## src/logic/pfc_defines.svh

```systemverilog
// Purpose: Offsets, field positions, reset values and timing counts
// Assumes: 32-bit Wishbone words, 16-bit registers in low bits
// Notes:   Definitions only
`ifndef PFC_DEFINES_SVH
`define PFC_DEFINES_SVH

// ----------------------------------------------------------------
// Register byte offsets
// ----------------------------------------------------------------
`define PFC_OFF_SEC_EVENT   8'h00
`define PFC_OFF_CHOP        8'h04
`define PFC_OFF_FCL_BASE    8'h08
`define PFC_OFF_OVR_DATA    8'h1C
`define PFC_OFF_STATUS      8'h20

// ----------------------------------------------------------------
// Field positions
// ----------------------------------------------------------------
`define PFC_SEC_CMP_HI      15
`define PFC_SEC_CMP_LO      3
`define PFC_CHOP_EN_BIT     15
`define PFC_CHOP_DIV_HI     9
`define PFC_CHOP_DIV_LO     3
`define PFC_IFM_BIT         15
`define PFC_LSRC_HI         14
`define PFC_LSRC_LO         10
`define PFC_LPOL_BIT        9
`define PFC_LMOD_BIT        8
`define PFC_FSRC_HI         7
`define PFC_FSRC_LO         3
`define PFC_FPOL_BIT        2
`define PFC_FMOD_HI         1
`define PFC_FMOD_LO         0

// ----------------------------------------------------------------
// Reset values and source codes
// ----------------------------------------------------------------
`define PFC_RST_REG16       16'h0000
`define PFC_SRC_FAULT_FIRST 5'h01
`define PFC_SRC_FAULT_LAST  5'h0C
`define PFC_SRC_CMP_LAST    5'h10

// ----------------------------------------------------------------
// Timing: compare step in ps, chop divider step count
// ----------------------------------------------------------------
`define PFC_LSB_PS          1040
`define PFC_RES_PS          8320
`define PFC_CHOP_HALF_MUL   8

`endif

```

## src/logic/pfc_pkg.sv

```systemverilog
// Purpose: Shared types of the fault, chop and event control block
// Assumes: Included defines header
// Notes:   Types only
package pfc_pkg;

  typedef struct packed {
    logic       indepMode;
    logic [4:0] limitSrc;
    logic       limitPol;
    logic       limitEn;
    logic [4:0] faultSrc;
    logic       faultPol;
    logic [1:0] faultMode;
  } pfc_fcl_t;

  typedef struct packed {
    logic [1:0] faultData;
    logic [1:0] limitData;
  } pfc_ovr_t;

  typedef enum logic [1:0] {
    PFC_OVR_NONE  = 2'b00,
    PFC_OVR_LIMIT = 2'b01,
    PFC_OVR_FAULT = 2'b10
  } pfc_ovr_sel_t;

endpackage

```

## src/logic/pfc_chop_gen.sv

```systemverilog
// Purpose: Chop clock generator on the prescaled PWM tick
// Assumes: tick is a one-cycle pulse of the prescaled clock
// Notes:   Half period is 8 ticks times divider plus one
`timescale 1ns/1ps
`default_nettype none
`include "pfc_defines.svh"
module pfc_chop_gen
  import pfc_pkg::*;
#(
  parameter int DIV_W = 7
) (
  input  wire logic             mclk,
  input  wire logic             srst,
  input  wire logic             enable,
  input  wire logic             tick,
  input  wire logic [DIV_W-1:0] divider,
  output logic                  chopOut
);

  localparam int CNT_W = DIV_W + 4;

  logic [CNT_W-1:0] count;
  logic [CNT_W-1:0] halfLen;
  wire              halfDone;

  // Divider plus one, times 8 steps per half period
  assign halfLen  = CNT_W'((32'(divider) + 32'd1) * `PFC_CHOP_HALF_MUL);
  assign halfDone = (count >= halfLen - CNT_W'(1));

  always_ff @(posedge mclk) begin
    if (srst || !enable) begin
      count   <= '0;
      chopOut <= 1'b0;
    end else if (tick) begin
      if (halfDone) begin
        count   <= '0;
        chopOut <= ~chopOut;
      end else begin
        count <= count + CNT_W'(1);
      end
    end
  end

endmodule
`default_nettype wire

```

## src/logic/pfc_ctrl.sv

```systemverilog
// Purpose: Special-event compare, chop clock and fault/limit control
// Assumes: Classic Wishbone slave, 32-bit data, fault pins asynchronous
// Notes:   One fault/limit control register per PWM generator
//
// Operation
// - Compare count is 13 bits, bits 15:3
// - Compare step 1.04 ns, resolution 8.32 ns
// - Bit 15 turns chop generator on
// - Chop divider bits 9:3, bits 14:10 and 2:0 read zero
// - Chop period 16.64 times divider plus one
// - Chop generator runs from the prescaled clock
// - Independent mode maps limit high, fault low
// - Normal mode drives both outputs per event
// - Limit source codes pick faults, comparators
// - Limit polarity one means active low
// - Limit mode bit enables limit action
`timescale 1ns/1ps
`default_nettype none
`include "pfc_defines.svh"
module pfc_ctrl
  import pfc_pkg::*;
#(
  parameter int NUM_GEN = 5
) (
  input  wire logic                 mclk,
  input  wire logic                 srst,
  input  wire logic [31:0]          wb_adr_i,
  input  wire logic [31:0]          wb_dat_i,
  input  wire logic [3:0]           wb_sel_i,
  input  wire logic                 wb_we_i,
  input  wire logic                 wb_cyc_i,
  input  wire logic                 wb_stb_i,
  output logic [31:0]               wb_dat_o,
  output logic                      wb_ack_o,
  output logic                      wb_err_o,
  input  wire logic                 pwmModuleEnable,
  input  wire logic                 prescaleTick,
  input  wire logic [11:0]          faultPin,
  input  wire logic [3:0]           cmpIn,
  output logic [12:0]               secondaryEventCompareValue,
  output logic                      chopClock,
  output logic [NUM_GEN-1:0]        pwmHighOvrEn,
  output logic [NUM_GEN-1:0]        pwmHighOvr,
  output logic [NUM_GEN-1:0]        pwmLowOvrEn,
  output logic [NUM_GEN-1:0]        pwmLowOvr
);

  // ----------------------------------------------------------------
  // Timing figures
  // ----------------------------------------------------------------
  // Compare LSB equals 1.04 ns; 8 steps make the 8.32 ns resolution
  localparam int CMP_STEPS = `PFC_RES_PS / `PFC_LSB_PS;

  // ----------------------------------------------------------------
  // Input synchronisers
  // ----------------------------------------------------------------
  logic [15:0] syncA;
  logic [15:0] syncB;

  always_ff @(posedge mclk) begin
    syncA <= {cmpIn, faultPin};
    syncB <= syncA;
  end

  // ----------------------------------------------------------------
  // Registers
  // ----------------------------------------------------------------
  logic [12:0]  secCmp;
  logic         chopEnable;
  logic [6:0]   chopDivider;
  pfc_fcl_t     fclReg [NUM_GEN];
  pfc_ovr_t     ovrReg [NUM_GEN];
  logic [NUM_GEN-1:0] limitStat;
  logic [NUM_GEN-1:0] faultStat;

  // ----------------------------------------------------------------
  // Bus decode
  // ----------------------------------------------------------------
  wire        req      = wb_cyc_i & wb_stb_i & ~wb_ack_o & ~wb_err_o;
  wire [7:0]  off      = wb_adr_i[7:0];
  wire        hitSec   = (off == `PFC_OFF_SEC_EVENT);
  wire        hitChop  = (off == `PFC_OFF_CHOP);
  wire        hitStat  = (off == `PFC_OFF_STATUS);
  wire [7:0]  fclRel   = off - `PFC_OFF_FCL_BASE;
  wire [7:0]  ovrRel   = off - `PFC_OFF_OVR_DATA;
  wire        hitFcl   = (off >= `PFC_OFF_FCL_BASE) &&
                         (off < `PFC_OFF_OVR_DATA) &&
                         (fclRel[1:0] == 2'b00) &&
                         (32'(fclRel[7:2]) < NUM_GEN);
  wire        hitOvr   = (off >= `PFC_OFF_OVR_DATA) &&
                         (off < `PFC_OFF_STATUS) &&
                         (ovrRel[1:0] == 2'b00) &&
                         (32'(ovrRel[7:2]) < NUM_GEN);
  wire [2:0]  fclIdx   = fclRel[4:2];
  wire [2:0]  ovrIdx   = ovrRel[4:2];
  wire        upper32  = (wb_adr_i[31:8] != 24'h000000);
  wire        mapped   = ~upper32 & (hitSec | hitChop | hitStat |
                                     hitFcl | hitOvr);
  wire        wrLo     = req & mapped & wb_we_i & wb_sel_i[0];
  wire        wrHi     = req & mapped & wb_we_i & wb_sel_i[1];
  wire [15:0] wd       = wb_dat_i[15:0];

  // ----------------------------------------------------------------
  // Read mux
  // ----------------------------------------------------------------
  logic [15:0] rdVal;

  always_comb begin
    rdVal = 16'h0000;
    if (hitSec) begin
      rdVal = {secCmp, 3'b000};
    end else if (hitChop) begin
      rdVal = {chopEnable, 5'b00000, chopDivider, 3'b000};
    end else if (hitFcl) begin
      rdVal = 16'(fclReg[fclIdx]);
    end else if (hitOvr) begin
      rdVal = {12'h000, ovrReg[ovrIdx]};
    end else if (hitStat) begin
      rdVal = {3'b000, NUM_GEN'(faultStat), 3'b000, NUM_GEN'(limitStat)};
    end
  end

  // ----------------------------------------------------------------
  // Bus answer, registered, one wait state
  // ----------------------------------------------------------------
  always_ff @(posedge mclk) begin
    if (srst) begin
      wb_ack_o <= 1'b0;
      wb_err_o <= 1'b0;
      wb_dat_o <= 32'h00000000;
    end else begin
      wb_ack_o <= req & mapped;
      wb_err_o <= req & ~mapped;
      wb_dat_o <= (req & mapped & ~wb_we_i) ? {16'h0000, rdVal}
                                            : 32'h00000000;
    end
  end

  // ----------------------------------------------------------------
  // Register writes
  // ----------------------------------------------------------------
  always_ff @(posedge mclk) begin
    if (srst) begin
      secCmp      <= 13'h0000;
      chopEnable  <= 1'b0;
      chopDivider <= 7'h00;
    end else begin
      if (wrLo && hitSec) secCmp[4:0] <= wd[7:3];
      if (wrHi && hitSec) secCmp[12:5] <= wd[15:8];
      if (wrLo && hitChop) chopDivider[4:0] <= wd[7:3];
      if (wrHi && hitChop) begin
        chopDivider[6:5] <= wd[9:8];
        chopEnable       <= wd[`PFC_CHOP_EN_BIT];
      end
    end
  end

  // Polarity is taken as written; software keeps it steady while
  // the module runs, otherwise a glitch override may result
  for (genvar g = 0; g < NUM_GEN; g++) begin : genFcl
    always_ff @(posedge mclk) begin
      if (srst) begin
        fclReg[g] <= pfc_fcl_t'(`PFC_RST_REG16);
        ovrReg[g] <= pfc_ovr_t'(4'h0);
      end else begin
        if (wrLo && hitFcl && 32'(fclIdx) == g)
          fclReg[g][7:0] <= wd[7:0];
        if (wrHi && hitFcl && 32'(fclIdx) == g)
          fclReg[g][15:8] <= wd[15:8];
        if (wrLo && hitOvr && 32'(ovrIdx) == g)
          ovrReg[g] <= pfc_ovr_t'(wd[3:0]);
      end
    end
  end

  // ----------------------------------------------------------------
  // Chop clock
  // ----------------------------------------------------------------
  logic chopRaw;

  pfc_chop_gen #(
    .DIV_W   (7)
  ) uChop (
    .mclk    (mclk),
    .srst    (srst),
    .enable  (chopEnable & pwmModuleEnable),
    .tick    (prescaleTick),
    .divider (chopDivider),
    .chopOut (chopRaw)
  );

  // ----------------------------------------------------------------
  // Fault mapping per generator
  // ----------------------------------------------------------------
  logic [NUM_GEN-1:0] hiEn;
  logic [NUM_GEN-1:0] hiVal;
  logic [NUM_GEN-1:0] loEn;
  logic [NUM_GEN-1:0] loVal;
  logic [NUM_GEN-1:0] limAct;
  logic [NUM_GEN-1:0] fltAct;

  for (genvar g = 0; g < NUM_GEN; g++) begin : genMap
    pfc_fault_map uMap (
      .ctrl      (fclReg[g]),
      .ovr       (ovrReg[g]),
      .faultIn   (syncB[11:0]),
      .cmpIn     (syncB[15:12]),
      .limitAct  (limAct[g]),
      .faultAct  (fltAct[g]),
      .ovrHighEn (hiEn[g]),
      .ovrHigh   (hiVal[g]),
      .ovrLowEn  (loEn[g]),
      .ovrLow    (loVal[g])
    );
  end

  // ----------------------------------------------------------------
  // Registered outputs
  // ----------------------------------------------------------------
  always_ff @(posedge mclk) begin
    if (srst) begin
      secondaryEventCompareValue <= 13'h0000;
      chopClock    <= 1'b0;
      pwmHighOvrEn <= '0;
      pwmHighOvr   <= '0;
      pwmLowOvrEn  <= '0;
      pwmLowOvr    <= '0;
      limitStat    <= '0;
      faultStat    <= '0;
    end else begin
      secondaryEventCompareValue <= secCmp;
      chopClock    <= chopRaw;
      pwmHighOvrEn <= hiEn & {NUM_GEN{pwmModuleEnable}};
      pwmHighOvr   <= hiVal;
      pwmLowOvrEn  <= loEn & {NUM_GEN{pwmModuleEnable}};
      pwmLowOvr    <= loVal;
      limitStat    <= limAct;
      faultStat    <= fltAct;
    end
  end

endmodule
`default_nettype wire

```

## src/logic/pfc_fault_map.sv

```systemverilog
// Purpose: Per-generator fault and current-limit override mapping
// Assumes: Source vectors already synchronised
// Notes:   Reserved source codes select no input
`timescale 1ns/1ps
`default_nettype none
`include "pfc_defines.svh"
module pfc_fault_map
  import pfc_pkg::*;
(
  input  wire pfc_fcl_t    ctrl,
  input  wire pfc_ovr_t    ovr,
  input  wire logic [11:0] faultIn,
  input  wire logic [3:0]  cmpIn,
  output logic             limitAct,
  output logic             faultAct,
  output logic             ovrHighEn,
  output logic             ovrHigh,
  output logic             ovrLowEn,
  output logic             ovrLow
);

  function automatic logic pickSrc(input logic [4:0] code,
                                   input logic [11:0] flt,
                                   input logic [3:0] cmp);
    logic r;
    r = 1'b0;
    if (code >= `PFC_SRC_FAULT_FIRST && code <= `PFC_SRC_FAULT_LAST)
      r = flt[4'(code - 5'h01)];
    else if (code > `PFC_SRC_FAULT_LAST && code <= `PFC_SRC_CMP_LAST)
      r = cmp[2'(code - 5'h0D)];
    return r;
  endfunction

  wire limitRaw = pickSrc(ctrl.limitSrc, faultIn, cmpIn);
  wire faultRaw = pickSrc(ctrl.faultSrc, faultIn, cmpIn);
  wire limitLvl = limitRaw ^ ctrl.limitPol;
  wire faultLvl = faultRaw ^ ctrl.faultPol;

  assign limitAct = limitLvl & ctrl.limitEn;
  assign faultAct = faultLvl & (ctrl.faultMode != 2'b11);

  // Fault outranks current limit in normal mode
  wire normHighEn = faultAct | limitAct;
  wire normHigh   = faultAct ? ovr.faultData[1] : ovr.limitData[1];
  wire normLow    = faultAct ? ovr.faultData[0] : ovr.limitData[0];

  assign ovrHighEn = ctrl.indepMode ? limitAct : normHighEn;
  assign ovrHigh   = ctrl.indepMode ? ovr.faultData[1] : normHigh;
  assign ovrLowEn  = ctrl.indepMode ? faultAct : normHighEn;
  assign ovrLow    = ctrl.indepMode ? ovr.faultData[0] : normLow;

endmodule
`default_nettype wire

```

## config.mk

```make
export PLATFORM = sky130hd
export DESIGN_NAME = pfc_ctrl
export DESIGN_NICKNAME = d
export VERILOG_FILES = /design/src/logic/pfc_pkg.sv /design/src/logic/pfc_chop_gen.sv /design/src/logic/pfc_ctrl.sv /design/src/logic/pfc_fault_map.sv
export VERILOG_INCLUDE_DIRS = /design/src /design/src/logic
export SDC_FILE = /design/constraint.sdc
export NUM_CORES = 1
export LEC_CHECK = 0
export ABC_AREA = 1
export BUFFER_PORTS_ARGS = -buffer_cell sky130_fd_sc_hd__buf_2
export CORE_UTILIZATION = 37
export CTS_BUF_LIST = sky130_fd_sc_hd__clkbuf_8
export CTS_CLUSTER_DIAMETER = 60
export DETAILED_ROUTE_END_ITERATION = 7
export PLACE_DENSITY_LB_ADDON = 0.15
export SYNTH_ARGS = -nofsm -noshare
export SYNTH_HDL_FRONTEND = slang
export SYNTH_SLANG_ARGS = --single-unit
```

## constraint.sdc

```tcl
create_clock -name mclk -period 9 [get_ports mclk]
set_input_delay 1.8 -clock mclk [delete_from_list [all_inputs] [get_ports mclk]]
set_output_delay 1.8 -clock mclk [all_outputs]
set_load 0.1 [all_outputs]
```

# Word-level counts from Yosys, hierarchy flattened
# Memories as Yosys holds them, arrays and structs flattened.
# Cells that the tools add are included.
word_totals:
  rom_bits: 0
  latchBits: 0
  reg_bits: 143
  ram_bits: 100
  n_memories: 2
  in_bits: 91
  word_cells: 412
classes:
  mul: 0
  order_cmp: 67
  bitwise_logic: 64
  n_addsub: 25
  mux: 158
  div: 0
  eq_ne: 15
  reduce_logical: 59
  shifts: 0
memory_table:
  columns: ["name", "depth", "width", "read_ports", "rd_clocked_by_memory_dff", "wr", "line", "rtl"]
  rows:
  - ["fclReg", 5, 16, 6, 0, 5, "pfc_ctrl.sv:71", "pfc_fcl_t fclReg [NUM_GEN];"]
  - ["ovrReg", 5, 4, 6, 0, 5, "pfc_ctrl.sv:72", "pfc_ovr_t ovrReg [NUM_GEN];"]
op_table:
  columns: ["cell", "count"]
  rows:
  - ["two-way mux 1 bit", 117]
  - ["two-way mux 8 bit", 10]
  - ["greater-or-equal comparator 5 x 1 -> 1 bit, second input constant", 10]
  - ["greater-than comparator 5 x 4 -> 1 bit, second input constant", 10]
  - ["<= comparator 5 x 4 -> 1 bit, second input constant", 10]
  - ["<= comparator 5 bit, second input constant", 10]
  - ["< comparator 4 x 5 -> 1 bit, second input constant", 10]
  - ["logical AND 1 bit", 48]
  - ["two-way mux 16 bit", 3]
  - ["binary-select mux 1 bit (select 4 bit)", 10]
  - ["subtractor 4 x 1 -> 4 bit, second input constant", 10]
  - ["< comparator 2 x 3 -> 1 bit, second input constant", 10]
  - ["two-way mux 13 bit", 2]
  - ["bitwise OR 1 bit", 24]
  - ["nonzero test 24 bit", 1]
  - ["AND 1 bit", 21]
  - ["binary-select mux 1 bit (select 2 bit)", 10]
  - ["two-way mux 4 bit", 5]
  - ["subtractor 2 x 1 -> 2 bit, second input constant", 10]
  - ["== test 3 x 2 -> 1 bit, second input constant", 4]
  - ["< comparator 6 x 3 -> 1 bit, second input constant", 2]
  - ["adder 11 x 1 -> 11 bit, second input constant", 1]
  - ["greater-or-equal comparator 11 bit", 1]
  - ["two-way mux 11 bit", 1]
  - ["24 further kinds", 48]

# Logic depth before layout (Yosys ltp)
logic_depth:
  depth_word: 16
  ltp_mapped: 17
  mapped_depth_nobuf: 17

# Cells and area by module
# A second synthesis with hierarchy kept.
hier_totals:
  cells_unflattened: 1765
  hier_area_um2: 13048.8
by_module_without_submodules:
  columns: ["mod", "cells_per_inst", "area_each_um2", "instances", "seq_area_each_um2"]
  rows:
  - ["pfc_ctrl", 957, 8799.7, 1, 5305.1]
  - ["pfc_fault_map", 131, 640.6, 5, 0.0]
  - ["pfc_chop_gen", 153, 1046.0, 1, 240.2]

# Worst setup path before layout
# No wires, ideal clock.
synth_path:
  path_kind: "input port to flip-flop"
  startpoint: "input port wb_adr_i[2]"
  endpoint: "memory fclReg[4][0] (netlist name), enable pin"
  t_arrival_ps: 3964
  path_buffers: 3
  setup_slack_ps: 4707
  setup_time_ps: 329
  stages: 12
  required_ps: 8671
  cell_sequence: "buf_2 inv_1 clkbuf_1 clkbuf_1 ha_1 o21a_1 nand3_4 nand4_4 nand4_4 nor2_8 nand2_1 nand2_1"
synth_lines:
  columns: ["element", "line", "rtl"]
  rows:
  - ["from (decl)", "pfc_ctrl.sv:27", "input wire logic [31:0] wb_adr_i,"]
  - ["to (decl)", "pfc_ctrl.sv:71", null]

==> summary.md <==
| Metric | Value |
|---|---|
| Hold Crit Start | `syncA[4]$_DFF_P_` |
| Cells along the critical path | `buf_2 -> inv_1 -> ha_1 -> buf_4 -> o21a_1 -> nand3_4 -> nand4_4 -> nand4_4 -> nor2_4 -> nand2_1 -> nand2_1` |
| Number of top-level pins | `159` |
| Area grow syn2layout | `14.4%` |
| Synthesized instance count | `1608` |
| Cts repair resizes | `0` |
| Setup WS pre-CTS | `3.19 ns` |
| CP Buf/Inv Count | `3` |
| Sw frac | `28.4%` |
| R2R Path Start | `chopDivider[0]$_SDFFE_PP0P_` |
| FF-to-FF setup slack | `5.70 ns` |
| Synth Flop Type | `dfxtp_1` |
| Syn. warnings | `0` |
| H-tree depth | `2` |
| CTS sink cnt | `227` |
| Fmax | `188 MHz` |
| DRC viols | `0` |
| Top delay family on crit path | `simple AND/OR/NAND/NOR gates` |
| Synthesized cell area | `12400 um^2` |
| Final HPWL DP | `28100 um` |
| Internal Pwr Total | `1.77 mW` |
| GRT Residual Overflow | `0` |
| Initial antenna violation count | `0` |
| Sequential group share of total power | `45.9%` |
| Slew headroom | `34.9%` |
| Post-synthesis sequential area ratio | `44.9%` |
| Die area | `34100 um^2` |
| Final setup violation count | `0` |
| Clock transition at path regs | `0.06 ns` |
| Clk_lat worst skew | `0.55 ns` |
| Ranking of synthesized cells by area | `edfxtp_1 (24%), dfxtp_1 (21%), nand2_1 (9.0%)` |
| Synth async-reset ratio | `0%` |
| Slowest cell on crit path | `inv_1` |
| Die span in y | `185 um` |
| Number of global-route vias before repair | `10700` |
| Worst path max stage delay | `0.57 ns` |
| Routed via count | `11300` |
| Post-synth top area share | `24.3%` |
| Distinct cell type count after synthesis | `43` |
| Outcome | `finished clean` |
| Cell taking the most area after synthesis | `edfxtp_1` |
| Worst path required time | `9.18 ns` |
| Max-cap viol count | `0` |
| Min-Delay Path Class | `reg2reg` |
| Most frequent cells in the layout | `nand2_1 (298), nor2_1 (255), inv_1 (172)` |
| Die X | `185 um` |
| Reported net switching power | `0.705 mW` |
| Pleak | `6.22 nW` |
| Crit. Startpoint | `wb_adr_i[3]` |
| Slew Viols, Final | `0` |
| # nets final | `1854` |
| Final critical-path required period | `5.33 ns` |
| Post-Place Cells | `2120` |
| Worst-Margin Slew | `0.977 ns` |
| Via density | `5.13` |
| Rows | `66` |
| Pin count of the biggest net entering global routing | `65` |
| Final WL | `38300 um` |
| Clock Tree Buf Depth | `3` |
| DRT antenna net count | `0` |
| Combinational Power Share | `12.7%` |
| Routability cong. | `0.865` |
| Finished Layout Cells | `2194` |
| Crit path DAT | `5.51 ns` |
| Final hold slack | `0.324 ns` |
| CTS buffer count | `40` |
| RSZ-0062 raised after global routing | `false` |
| Share of layout cells above drive strength 1 | `12.1%` |
| Core ar. | `32700 um^2` |
| DR WL/cell | `17.5 um` |
| Crit-path max FO | `32` |
| Worst Reg-to-Reg Cells | `13` |
| VDD IR max | `0.119 mV` |
| R2R Path End | `uChop.count[5]$_SDFFE_PP0P_` |
| Setup TNS | `0 ns` |
| First-pass DRT Iterations | `5` |
| CTS Root Cell | `clkbuf_8` |
| Drt first-iter violations | `887` |
| First-pass GRT wire length | `58700 um` |
| Hold buffers post-CTS | `0` |
| Critical path type | `in2reg` |
| N_diodes | `0` |
| Crit. End Element | `register` |
| WP depth | `11` |
| Clock power share | `41.3%` |
| Worst setup margin | `3.67 ns` |
| Worst Setup EP | `fclReg[0][12]$_SDFFCE_PN0P_` |
| EDFF count, synth | `100` |
| Initial Utilization | `37.8%` |
| PD cells | `175 nW/um^2` |
| Commonest non-fill, non-tap cell in the layout | `nand2_1` |
| Synthesized flop and latch total | `227` |
| Setup bufs post-CTS | `0` |
| Count of input and output buffers | `124` |
| TritonCTS clock tree | `yes` |
| Skew final | `0.0231 ns` |
| Period utilisation layout | `59.3%` |
| Final core utilization | `43.2%` |
| Final Hold Fails | `0` |
| Startpoint class of the critical path | `input pin` |
| Global Route Usage Sum | `22.6%` |
| Mean area per synthesized cell | `7.69 um^2` |
==> how the worst min path moves through the flow <==
stage / cells past startpoint / end / slack, ns
after floorplan: 0 / syncB[0]$_DFF_P_ / 0.31
after global placement: 0 / syncB[5]$_DFF_P_ / 0.31
after detailed placement: 0 / syncB[13]$_DFF_P_ / 0.31
after CTS: 0 / syncB[4]$_DFF_P_ / 0.33
after global routing: 0 / syncB[6]$_DFF_P_ / 0.33
final: 0 / syncB[4]$_DFF_P_ / 0.32
==> cell families after synthesis <==
logic type	Yosys count	synth area share [%]
flip-flops	227	44.9
AND/OR/NAND/NOR	827	30.4
other	1	0.0303
XOR/XNOR	27	1.91
buffers and inverters	248	8.16
AO/OA/AOI/OAI	235	10.3
adder cells (fa/ha/maj)	43	4.35
==> power by group through the flow <==
stage / Clock [mW] / Sequential (mW) / Combinational [mW]
floorplan: 0 / 1.18 / 0.197
global placement: 0 / 1.16 / 0.310
detailed placement: 0 / 1.16 / 0.313
CTS: 1.04 / 1.14 / 0.314
global route: 1.09 / 1.14 / 0.345
finish: 1.02 / 1.14 / 0.315
==> layer usage <==
metal  wire length [um]  global-route usage (%)  vias up
li1                   -                       -     5564
met1              16900                    30.0     5227
met2              18000                    38.0      395
met3               2430                    2.89       65
met4                996                    7.47        0
met5                  0                       0        -
==> synth_stat cells (29+ instances only) <==
cell type  count
a21oi_1       86
clkbuf_1      41
dfxtp_1      127
edfxtp_1     100
ha_1          43
inv_1        158
nand2_1      298
nand3_1      160
nand4_1       29
nor2_1       255
nor3_1        36
o21ai_0      109
==> final cells by class <==
type / count / area, um^2
clock inverters: 27 / 219
well taps: 442 / 553
multi-input cells: 1148 / 5870
fillers: 3361 / 18600
clock buffers: 47 / 647
repair buffers: 128 / 651
flip-flops and latches: 227 / 5550
inverters: 175 / 657
==> flip-flops by register name, summed over array words and instances (netlist names), 7 cells and up <==
signal,count
uChop.count,11
wb_dat_o,16
chopDivider,7
ovrReg,20
secondaryEventCompareValue,13
fclReg,80
secCmp,13
syncB,16
syncA,16
==> per-stage QoR <==
step                instance area (um^2)  total power [mW]
CTS                                14100              2.50
detailed placement                 13300              1.47
global route                       14100              2.58
finish                             14100              2.48
floorplan                          12400              1.38
global placement                   13300              1.47
Power figures use the tool's default switching activity.
